===== src/logic/uswc_pkg.sv =====
package uswc_pkg;
  // ----------------------------------------------------------------
  // Register map (byte addresses)
  // ----------------------------------------------------------------
  localparam logic [3:0] CTRL_OFS = 4'h0; // Control register
  localparam logic [3:0] STAT_OFS = 4'h4; // Flags and counter
  localparam logic [3:0] DATA_OFS = 4'h8; // Shift register
  localparam logic [3:0] PORT_OFS = 4'hC; // Port and direction bits
  // ----------------------------------------------------------------
  // Control field positions
  // ----------------------------------------------------------------
  localparam int WM_LSB = 4;   // Wire mode select [5:4]
  localparam int CS_LSB = 2;   // Clock source select [3:2]
  localparam int STB_BIT = 1;  // Strobe select bit
  localparam int TGL_BIT = 0;  // Clock pin toggle
  // Status field positions
  localparam int SIF_BIT = 7;  // Start condition flag
  localparam int OIF_BIT = 6;  // Counter wrap flag
  // Port register field positions
  localparam int DO_PORT_BIT = 0;
  localparam int DI_PORT_BIT = 1;
  localparam int CK_PORT_BIT = 2;
  localparam int DO_DIR_BIT = 4;
  localparam int DI_DIR_BIT = 5;
  localparam int CK_DIR_BIT = 6;
  // ----------------------------------------------------------------
  // Reset values
  // ----------------------------------------------------------------
  localparam logic [7:0] CTRL_RST = 8'h00;
  localparam logic [7:0] PORT_RST = 8'h00;
  localparam logic [7:0] DATA_RST = 8'h00;
  localparam logic [3:0] CNT_RST = 4'h0;
  localparam logic [3:0] CNT_MAX = 4'hF;
  // ----------------------------------------------------------------
  // Encodings
  // ----------------------------------------------------------------
  typedef enum logic [1:0] {WM_OFF, WM_THREE, WM_TWO, WM_TWO_HOLD} uswc_wm_t;
  localparam logic [1:0] CS_SOFT = 2'h0;
  localparam logic [1:0] CS_TIMER = 2'h1;
  localparam logic [1:0] BRESP_OKAY = 2'h0;
  localparam logic [1:0] BRESP_SLVERR = 2'h2;
endpackage


===== src/logic/uswc_top.sv =====
`timescale 1ns/10ps
// How it works
// - Three-wire: serial output replaces data port bit
// - Three-wire input pin: pull-up follows port bit
// - Three-wire: data-in and clock pins stay normal
// - Two-wire: open-collector drivers enabled by direction
// - SDA low when output latch or port zero
// - SCL low on port zero or start hold
// - Start detected: hold SCL until flag cleared
// - Two-wire: SDA and SCL pull-ups off, inputs still work
// - Mode three: also hold SCL after wrap
// - External clock: output changes on opposite edge
// - Strobe or timer clock: output latch transparent
// - Source 00 strobe or none; 01 timer
// - External: bit0 picks edge; counter both edges
// - External: strobe bit selects toggle counter clock
// - Strobe shifts and counts once, reads zero
// - Strobe shifts in previously sampled input
// - Toggle inverts clock port bit, reads zero
// - External plus strobe bit: toggle counts
// - Wire mode 00: pins behave as ports
// - Wrap flag set on counter 15 to 0
// - Start flag clears only by writing one
module uswc_top (
  input wire logic I_CORE_CLK,
  input wire logic I_RST_B,
  input wire logic I_CLK_EN,
  input wire logic I_TIMER_OVF,
  input wire logic [3:0] I_AWADDR,
  input wire logic I_AWVALID,
  output logic O_AWREADY,
  input wire logic [31:0] I_WDATA,
  input wire logic [3:0] I_WSTRB,
  input wire logic I_WVALID,
  output logic O_WREADY,
  output logic [1:0] O_BRESP,
  output logic O_BVALID,
  input wire logic I_BREADY,
  input wire logic [3:0] I_ARADDR,
  input wire logic I_ARVALID,
  output logic O_ARREADY,
  output logic [31:0] O_RDATA,
  output logic [1:0] O_RRESP,
  output logic O_RVALID,
  input wire logic I_RREADY,
  input wire logic I_DO_PIN_I,
  output logic O_DO_PIN_O,
  output logic O_DO_PIN_OE,
  output logic O_DO_PULLUP,
  input wire logic I_DI_PIN_I,
  output logic O_DI_PIN_O,
  output logic O_DI_PIN_OE,
  output logic O_DI_PULLUP,
  input wire logic I_CK_PIN_I,
  output logic O_CK_PIN_O,
  output logic O_CK_PIN_OE,
  output logic O_CK_PULLUP
);
  import uswc_pkg::*;

  // ----------------------------------------------------------------
  // Pin synchronisers
  // ----------------------------------------------------------------
  logic [2:0] sync1_r; // First stage, read only by second stage
  logic [2:0] sync2_r; // Safe copies: {ck, di, do}
  logic ck_d_r; // Previous clock level for edge find
  logic di_d_r; // Previous data level for start detect
  always_ff @(posedge I_CORE_CLK or negedge I_RST_B) begin
    if (!I_RST_B) begin
      sync1_r <= 3'h7;
      sync2_r <= 3'h7;
      ck_d_r <= 1'b1;
      di_d_r <= 1'b1;
    end else if (I_CLK_EN) begin
      sync1_r <= {I_CK_PIN_I, I_DI_PIN_I, I_DO_PIN_I};
      sync2_r <= sync1_r;
      ck_d_r <= sync2_r[2];
      di_d_r <= sync2_r[1];
    end
  end
  logic ck_s; // Synchronised clock pin
  logic di_s; // Synchronised data pin
  assign ck_s = sync2_r[2];
  assign di_s = sync2_r[1];
  logic ck_rise;
  logic ck_fall;
  assign ck_rise = ck_s & ~ck_d_r;
  assign ck_fall = ~ck_s & ck_d_r;

  // ----------------------------------------------------------------
  // Register state
  // ----------------------------------------------------------------
  logic [7:0] ctrl_r, ctrl_nxt; // Control, toggle bit never stored, strobe bit kept only with external clock
  logic [7:0] port_r, port_nxt; // Port and direction bits
  logic [7:0] data_r, data_nxt; // Shift register
  logic [3:0] cnt_r, cnt_nxt; // 4-bit counter
  logic sif_r, sif_nxt; // Start condition flag
  logic oif_r, oif_nxt; // Counter wrap flag
  logic out_r, out_nxt; // Output latch
  logic di_smp_r, di_smp_nxt; // Input sampled one cycle back
  logic aw_r, aw_nxt; // Write address held
  logic w_r, w_nxt; // Write data held
  logic [3:0] awa_r, awa_nxt;
  logic [7:0] wd_r, wd_nxt;
  logic wb0_r, wb0_nxt; // Low byte lane enabled
  logic bv_r, bv_nxt;
  logic [1:0] br_r, br_nxt;
  logic rv_r, rv_nxt;
  logic [7:0] rd_r, rd_nxt;
  logic [1:0] rr_r, rr_nxt;
  logic [2:0] rdy_r, rdy_nxt; // Ready flags {aw, w, ar}, held in flops

  uswc_wm_t wm; // Wire mode in effect
  logic [1:0] cs; // Clock source in effect
  logic stb_sel; // Strobe select bit held
  assign wm = uswc_wm_t'(ctrl_r[WM_LSB +: 2]);
  assign cs = ctrl_r[CS_LSB +: 2];
  assign stb_sel = ctrl_r[STB_BIT];
  logic two_wire;
  assign two_wire = (wm == WM_TWO) || (wm == WM_TWO_HOLD);

  // ----------------------------------------------------------------
  // Next-state logic
  // ----------------------------------------------------------------
  logic wr_go; // Both write halves present, response slot free
  logic [7:0] wval; // Written byte
  logic do_strobe; // Software shift strobe
  logic do_toggle; // Clock pin toggle strobe
  logic sh_clk; // Shift register clock
  logic cnt_clk; // Counter clock
  logic start_det; // Start seen on the lines
  logic flag_clr; // Status write that may clear flags
  always_comb begin
    aw_nxt = aw_r;
    w_nxt = w_r;
    awa_nxt = awa_r;
    wd_nxt = wd_r;
    wb0_nxt = wb0_r;
    bv_nxt = bv_r;
    br_nxt = br_r;
    rv_nxt = rv_r;
    rd_nxt = rd_r;
    rr_nxt = rr_r;
    ctrl_nxt = ctrl_r;
    port_nxt = port_r;
    data_nxt = data_r;
    cnt_nxt = cnt_r;
    di_smp_nxt = di_s;
    // Channel capture; either order accepted
    if (I_AWVALID && O_AWREADY) begin
      aw_nxt = 1'b1;
      awa_nxt = I_AWADDR;
    end
    if (I_WVALID && O_WREADY) begin
      w_nxt = 1'b1;
      wd_nxt = I_WDATA[7:0];
      wb0_nxt = I_WSTRB[0];
    end
    wr_go = aw_r && w_r && !bv_r;
    wval = wb0_r ? wd_r : 8'h00;
    do_strobe = 1'b0;
    do_toggle = 1'b0;
    if (bv_r && I_BREADY) begin
      bv_nxt = 1'b0;
    end
    if (wr_go) begin
      aw_nxt = 1'b0;
      w_nxt = 1'b0;
      bv_nxt = 1'b1;
      br_nxt = BRESP_OKAY;
      unique case (awa_r)
        CTRL_OFS: begin
          if (wb0_r) begin
            // Strobes act now, settings from next cycle on
            ctrl_nxt = {wval[7:2], 2'b00} | {6'h00, wval[STB_BIT] & wval[CS_LSB + 1], 1'b0};
            do_strobe = wval[STB_BIT] && (wval[CS_LSB +: 2] == CS_SOFT);
            do_toggle = wval[TGL_BIT];
          end
        end
        // Masked lane leaves the register as it was
        STAT_OFS: cnt_nxt = wb0_r ? wval[3:0] : cnt_r;
        DATA_OFS: data_nxt = wb0_r ? wval : data_r;
        PORT_OFS: port_nxt = wb0_r ? wval : port_r;
        default: begin
          br_nxt = BRESP_SLVERR;
        end
      endcase
    end
    // Toggle inverts the port bit whatever the direction
    if (do_toggle) begin
      port_nxt[CK_PORT_BIT] = ~port_r[CK_PORT_BIT];
    end
    // Shift clock; a write with the strobe bit and source 00 strobes at once
    unique case (cs)
      CS_SOFT: sh_clk = do_strobe;
      CS_TIMER: sh_clk = I_TIMER_OVF | do_strobe;
      2'h2: sh_clk = ck_rise | do_strobe;
      2'h3: sh_clk = ck_fall | do_strobe;
    endcase
    // Counter clock selection
    if (cs[1]) begin
      cnt_clk = (stb_sel ? do_toggle : (ck_rise | ck_fall)) | do_strobe;
    end else begin
      cnt_clk = sh_clk;
    end
    // Shift in the input sampled the cycle before
    if (sh_clk) begin
      data_nxt = {data_r[6:0], di_smp_r};
    end
    if (cnt_clk) begin
      cnt_nxt = cnt_r + 4'h1;
    end
    start_det = two_wire && ck_s && di_d_r && !di_s;
    // Flags: writing one clears, a new event wins
    flag_clr = wr_go && wb0_r && (awa_r == STAT_OFS);
    sif_nxt = start_det || (sif_r && !(flag_clr && wd_r[SIF_BIT]));
    oif_nxt = (cnt_clk && cnt_r == CNT_MAX) || (oif_r && !(flag_clr && wd_r[OIF_BIT]));
    // Output latch
    if (cs[1]) begin
      // Open in the half before the sampling edge, closed from that edge on
      out_nxt = (ck_s != cs[0]) ? out_r : data_nxt[7];
    end else begin
      out_nxt = data_nxt[7];
    end
    // Read channel
    if (rv_r && I_RREADY) begin
      rv_nxt = 1'b0;
    end
    if (I_ARVALID && O_ARREADY) begin
      rv_nxt = 1'b1;
      rr_nxt = BRESP_OKAY;
      unique case (I_ARADDR)
        CTRL_OFS: rd_nxt = {ctrl_r[7:2], 2'b00};
        STAT_OFS: rd_nxt = {sif_r, oif_r, 2'b00, cnt_r};
        DATA_OFS: rd_nxt = data_r;
        PORT_OFS: rd_nxt = port_r;
        default: begin
          rd_nxt = 8'h00;
          rr_nxt = BRESP_SLVERR;
        end
      endcase
    end
    rdy_nxt = {!aw_nxt, !w_nxt, !rv_nxt}; // Empty slot means ready
  end

  // ----------------------------------------------------------------
  // Pin drive, computed one cycle ahead so outputs are flops
  // ----------------------------------------------------------------
  logic [8:0] pin_nxt; // {ck pu,oe,o, di pu,oe,o, do pu,oe,o}
  logic [8:0] pin_r;
  logic scl_hold; // Start or wrap hold of the clock line
  always_comb begin
    pin_nxt = {port_nxt[CK_PORT_BIT] & !port_nxt[CK_DIR_BIT], port_nxt[CK_DIR_BIT], port_nxt[CK_PORT_BIT],
               port_nxt[DI_PORT_BIT] & !port_nxt[DI_DIR_BIT], port_nxt[DI_DIR_BIT], port_nxt[DI_PORT_BIT],
               port_nxt[DO_PORT_BIT] & !port_nxt[DO_DIR_BIT], port_nxt[DO_DIR_BIT], port_nxt[DO_PORT_BIT]};
    scl_hold = sif_nxt || ((wm == WM_TWO_HOLD) && oif_nxt);
    unique case (wm)
      // Plain ports everywhere when off
      WM_OFF: pin_nxt[0] = port_nxt[DO_PORT_BIT];
      // Data output replaces port bit; direction and pull-up kept
      WM_THREE: pin_nxt[0] = out_nxt;
      WM_TWO, WM_TWO_HOLD: begin
        // Open collector: drive only a low, no pull-ups
        pin_nxt[5:3] = {1'b0, port_nxt[DI_DIR_BIT] && !(out_nxt && port_nxt[DI_PORT_BIT]), 1'b0};
        pin_nxt[8:6] = {1'b0, port_nxt[CK_DIR_BIT] && (!port_nxt[CK_PORT_BIT] || scl_hold), 1'b0};
      end
    endcase
  end

  // ----------------------------------------------------------------
  // State registers
  // ----------------------------------------------------------------
  always_ff @(posedge I_CORE_CLK or negedge I_RST_B) begin
    if (!I_RST_B) begin
      ctrl_r <= CTRL_RST;
      port_r <= PORT_RST;
      data_r <= DATA_RST;
      cnt_r <= CNT_RST;
      sif_r <= 1'b0;
      oif_r <= 1'b0;
      out_r <= 1'b0;
      di_smp_r <= 1'b1;
      aw_r <= 1'b0;
      w_r <= 1'b0;
      awa_r <= 4'h0;
      wd_r <= 8'h00;
      wb0_r <= 1'b0;
      bv_r <= 1'b0;
      br_r <= BRESP_OKAY;
      rv_r <= 1'b0;
      rd_r <= 8'h00;
      rr_r <= BRESP_OKAY;
      pin_r <= 9'h000;
      rdy_r <= 3'h7;
    end else if (I_CLK_EN) begin
      ctrl_r <= ctrl_nxt;
      port_r <= port_nxt;
      data_r <= data_nxt;
      cnt_r <= cnt_nxt;
      sif_r <= sif_nxt;
      oif_r <= oif_nxt;
      out_r <= out_nxt;
      di_smp_r <= di_smp_nxt;
      aw_r <= aw_nxt;
      w_r <= w_nxt;
      awa_r <= awa_nxt;
      wd_r <= wd_nxt;
      wb0_r <= wb0_nxt;
      bv_r <= bv_nxt;
      br_r <= br_nxt;
      rv_r <= rv_nxt;
      rd_r <= rd_nxt;
      rr_r <= rr_nxt;
      pin_r <= pin_nxt;
      rdy_r <= rdy_nxt;
    end
  end

  // ----------------------------------------------------------------
  // Outputs
  // ----------------------------------------------------------------
  // Ready flags are flop states: accept only when the slot is empty
  assign O_AWREADY = rdy_r[2];
  assign O_WREADY = rdy_r[1];
  assign O_ARREADY = rdy_r[0];
  assign O_BVALID = bv_r;
  assign O_BRESP = br_r;
  assign O_RVALID = rv_r;
  assign O_RDATA = {24'h000000, rd_r};
  assign O_RRESP = rr_r;
  assign {O_CK_PULLUP, O_CK_PIN_OE, O_CK_PIN_O} = pin_r[8:6];
  assign {O_DI_PULLUP, O_DI_PIN_OE, O_DI_PIN_O} = pin_r[5:3];
  assign {O_DO_PULLUP, O_DO_PIN_OE, O_DO_PIN_O} = pin_r[2:0];

  // ----------------------------------------------------------------
  // Checks
  // ----------------------------------------------------------------
  a_start_hold: assert property (@(posedge I_CORE_CLK) disable iff (!I_RST_B)
    (I_CLK_EN && two_wire && sif_r && port_nxt[CK_DIR_BIT] && !(flag_clr && wd_r[SIF_BIT]))
    |=> (!I_CLK_EN || O_CK_PIN_OE))
    else $error("clock line released during start hold");
  a_wrap_flag: assert property (@(posedge I_CORE_CLK) disable iff (!I_RST_B)
    (I_CLK_EN && cnt_clk && cnt_r == 4'hF) |=> (oif_r && cnt_r == 4'h0))
    else $error("wrap flag not set on counter wrap");
  a_sif_sticky: assert property (@(posedge I_CORE_CLK) disable iff (!I_RST_B)
    (sif_r && !(wr_go && awa_r == STAT_OFS && wb0_r && wd_r[SIF_BIT])) |=> sif_r)
    else $error("start flag cleared without write");
  a_toggle_flip: assert property (@(posedge I_CORE_CLK) disable iff (!I_RST_B)
    (I_CLK_EN && do_toggle && !(wr_go && awa_r == PORT_OFS)) |=> (port_r[CK_PORT_BIT] != $past(port_r[CK_PORT_BIT])))
    else $error("toggle did not invert clock port bit");
  a_strobe_shift: assert property (@(posedge I_CORE_CLK) disable iff (!I_RST_B)
    (I_CLK_EN && do_strobe) |=> (data_r[0] == $past(di_smp_r) && cnt_r == $past(cnt_r) + 4'h1))
    else $error("strobe shift or count wrong");
  a_no_pull_two: assert property (@(posedge I_CORE_CLK) disable iff (!I_RST_B)
    (I_CLK_EN && two_wire) |=> (!I_CLK_EN || (!O_CK_PULLUP && !O_DI_PULLUP && !O_CK_PIN_O && !O_DI_PIN_O)))
    else $error("two-wire pull-up or high drive");
  a_sda_low: assert property (@(posedge I_CORE_CLK) disable iff (!I_RST_B)
    (I_CLK_EN && two_wire && port_nxt[DI_DIR_BIT] && !port_nxt[DI_PORT_BIT]) |=> (!I_CLK_EN || O_DI_PIN_OE))
    else $error("data line not pulled low");
  a_three_out: assert property (@(posedge I_CORE_CLK) disable iff (!I_RST_B)
    (I_CLK_EN && wm == WM_THREE && $stable(wm)) |=> (!I_CLK_EN || O_DO_PIN_O == out_r))
    else $error("three-wire output not from latch");
  a_latch_hold: assert property (@(posedge I_CORE_CLK) disable iff (!I_RST_B)
    (I_CLK_EN && cs[1] && (ck_s != cs[0])) |=> (out_r == $past(out_r)))
    else $error("output latch changed while closed");
endmodule


===== config.mk =====
export PLATFORM = sky130hd
export DESIGN_NAME = uswc_top
export DESIGN_NICKNAME = d
export VERILOG_FILES = /design/src/logic/uswc_pkg.sv /design/src/logic/uswc_top.sv
export SDC_FILE = /design/constraint.sdc
export NUM_CORES = 1
export LEC_CHECK = 0
export BUFFER_PORTS_ARGS = -buffer_cell sky130_fd_sc_hd__buf_2
export CORE_MARGIN = 5
export CORE_UTILIZATION = 52
export DETAILED_ROUTE_END_ITERATION = 12
export PLACE_DENSITY = 0.85
export SKIP_CTS_REPAIR_TIMING = 1
export SLEW_MARGIN = 25
export SYNTH_ARGS = -nofsm -noshare
export SYNTH_HDL_FRONTEND = slang
export SYNTH_SLANG_ARGS = --single-unit

===== constraint.sdc =====
create_clock -name I_CORE_CLK -period 2.3 [get_ports I_CORE_CLK]
set_input_delay 0.345 -clock I_CORE_CLK [delete_from_list [all_inputs] [get_ports I_CORE_CLK]]
set_output_delay 0.345 -clock I_CORE_CLK [all_outputs]
set_load 0.02 [all_outputs]

==> flow_metrics.py <==
metrics = {
    "run_status": {
        "status": "complete, no violations",
    },
    "detailed_routing": {
        "avgViaCountPerCell": 5.75,
        "ant_nets": 0,
        "drtIter0Drc": 263,
        "num_vias": 3035,
        "routed_wl_mm": 9.59,
        "post_drt_wl_per_cell_um": 18.2,
        "drc": 0,
        "firstDrtPassIters": 4,
    },
    "global_routing": {
        "globalRouteOverflowTotal": 0,
        "antenna_found_initial": 0,
        "grt_pass1_wl_mm": 15.6,
        "first_global_vias": 3067,
        "grt_max_degree": 75,
        "globalRouteTotalUtil_pct": 20.3,
    },
    "floorplanning": {
        "fp.dieArea_um2": 9370,
        "pin_count": 106,
        "core_area_um2": 7290,
        "die_h_um": 96.8,
        "start_util_pct": 53.7,
        "num_rows": 31,
        "die_x_um": 96.8,
    },
    "setup_path": {
        "critical_path_class": "reg2reg",
        "ff2ff_setup_slack_ns": 0.14,
        "cp.required_ns": 2.54,
        "worstReg2RegStart": "sync2_r[2]",
        "worstReg2RegEnd": "cnt_r[2]",
        "arrival_ns": 2.40,
        "cp-start-kind": "flip-flop",
        "r2r_cells": 7,
        "cp-end-kind": "flip-flop",
        "worst-path-max-fanout": 9,
        "cp-startpoint": "sync2_r[2]",
    },
    "power": {
        "peakVddDrop_v": 0.000709,
        "p_leak_nw": 2.10,
        "report.power.total_mw": 5.20,
        "powerDensity_nw_per_um2": 1160,
    },
    "timing": {
        "hold_violations": 0,
        "rsz0062_at_grt": "no",
        "worst_pin_slew_ns": 0.586,
        "fin_worst_skew_ns": 0.00907,
        "finalCritPeriodShare_pct": 94.1,
        "timing.slew.headroom_pct": 60.9,
        "tns_ns": 0,
        "fin_crit_ns": 2.16,
        "maxSlewViolCount": 0,
        "setup_violations": 0,
        "fmax_mhz": 462,
    },
    "cts": {
        "cts_max_path_buffers": 2,
        "cts_tree": "yes",
        "clk_pin_slew_ns": 0.08,
        "cts-root-buf": "clkbuf_8",
        "cts_sinks": 74,
        "cts_made_buffers": 9,
        "h-tree-depth": 3,
        "insertion_delay_ns": 0.35,
    },
    "synth": {
        "postSynthCellCount": 362,
        "synth_edf_count": 0,
        "syn_area_per_cell_um2": 10.8,
        "syn_area_um2": 3920,
        "synth_async_sr_flop_share_pct": 100,
        "ys_ff_latch": 74,
        "synth_flop_cell": "dfrtp_1",
        "yosysUniqueCellTypes": 64,
        "ys_warn_count": 0,
        "yosysSeqAreaShare_pct": 47.5,
    },
    "cells_and_area": {
        "regArea_um2": 1860,
        "multiInputGateArea_um2": 1850,
        "drive_gt1_share_pct": 33.3,
        "fill_cells": 602,
        "fin_area_um2": 4490,
        "final_nets": 483,
        "area_growth_pct": 14.6,
        "num_antenna_cells": 0,
    },
    "placement": {
        "place_area_um2": 4250,
        "gp_congestion": 0.909,
        "dp_hpwl_mm": 6.87,
        "portBuffers": 51,
    },
    "flow_run": {
        "max-cap-violations": 0,
    },
    "hold_path": {
        "hp-class": "in2async",
    },
}
## flip-flops by register name, summed over array words and instances, names as in the netlist, 2 cells and up
signal / cells
data_r: 8
pin_r: 8
port_r: 8
rd_r: 8
wd_r: 8
ctrl_r: 7
awa_r: 4
cnt_r: 4
rdy_r: 3
sync1_r: 2
sync2_r: 2
## per-stage QoR
step | cells | hold WS (ns) | worst slack [ns] | util (%)
after floorplan | 387 | 0.0494 | 0.303 | -
after global placement | 512 | 0.405 | 0.187 | 58.3
after detailed placement | 512 | 0.410 | 0.115 | 58.3
after CTS | 528 | 0.0388 | 0.115 | 61.3
after global routing | 528 | 0.0681 | 0.00247 | 61.6
final | 528 | 0.0220 | 0.136 | 61.6
## synth_stat cells, types with 3 or more instances
library cell | n | share of area, %
o21ai_0 | 26 | 3.3
mux4_2 | 4 | 2.3
clkbuf_1 | 11 | 1.1
a21boi_0 | 4 | 0.77
ha_1 | 3 | 0.96
mux2i_1 | 5 | 1.3
nor3_1 | 3 | 0.38
a31oi_1 | 3 | 0.48
nand2_1 | 32 | 3.1
a22o_1 | 8 | 1.8
nand4_1 | 4 | 0.64
buf_4 | 26 | 5.0
mux2_2 | 34 | 9.8
and3_1 | 3 | 0.48
a21oi_1 | 16 | 2.0
dfrtp_1 | 65 | 42
o2bb2ai_1 | 3 | 0.67
nand3_1 | 8 | 1.0
nor2b_1 | 5 | 0.80
nor2_1 | 18 | 1.7
dfstp_2 | 9 | 6.0
a22oi_1 | 5 | 0.96
inv_1 | 12 | 1.1
buf_6 | 3 | 0.86
## cell usage in the layout (no fill, tap or decap), drive strengths merged, types with 3 or more instances in the layout
cell      n
a21boi    4
a21oi    16
a22o      8
a22oi     5
a31oi     3
and3      3
buf      68
clkbuf   10
clkinv    4
conb     26
dfrtp    65
dfstp     9
ha        3
inv      12
mux2     34
mux2i     5
mux4      4
nand2    32
nand3     8
nand4     5
nor2     18
nor2b     5
nor3      4
nor4b     3
o21ai    29
o2bb2ai   3
## how the worst max path moves through the flow
stage	end	slack [ns]	cells after the start
after global placement	pin_r[0]	0.19	5
after detailed placement	pin_r[0]	0.12	7
final	cnt_r[2]	0.14	7
after floorplan	pin_r[0]	0.30	5
after CTS	pin_r[0]	0.11	5
after global routing	cnt_r[2]	0.002	7
## power by group
group / internal (mW) / total (mW) / switching (mW)
clock: 0.633 / 1.12 / 0.484
combinational: 0.815 / 1.78 / 0.962
sequential: 1.79 / 2.30 / 0.513
total: 3.24 / 5.20 / 1.96
## worst max-delay path, stage by stage (launching register included)
cell     delay [ns]
dfstp_2        0.57
inv_1          0.08
ha_1           0.30
nor2_1         0.05
a21oi_1        0.24
and2_1         0.34
o21ai_0        0.12
a221o_1        0.37
## cell type report
class / count / area share, %
flip-flops and latches: 74 / 41.5
multi-input cells: 259 / 41.1
repair buffers: 68 / 8.80
clock buffers: 10 / 3.06
well taps: 99 / 2.76
clock inverters: 6 / 1.78
inverters: 12 / 1.00
## cells by family (layout without fill, tap and decap cells)
logic type / count (synthesis) / after routing / synth area share (%)
flip-flops: 74 / 74 / 47.5
XOR/XNOR: 1 / 1 / 0.224
buffers and inverters: 54 / 96 / 8.30
AO/OA/AOI/OAI: 88 / 88 / 15.3
other: 1 / 26 / 0.0957
multiplexers: 43 / 43 / 13.3
adder cells (fa/ha/maj): 3 / 3 / 0.958
AND/OR/NAND/NOR: 98 / 98 / 14.2
## layer usage
| metal | up-vias | GRT usage [%] | share of wire [%] |
|---|---|---|---|
| li1 | 1388 | - | - |
| met2 | 116 | 34.1 | 49 |
| met4 | 0 | 8.96 | 3.2 |
| met5 | - | 0 | 0 |
| met3 | 31 | 3.09 | 5.9 |
| met1 | 1500 | 25.9 | 42 |
Power figures use the tool's default switching activity.
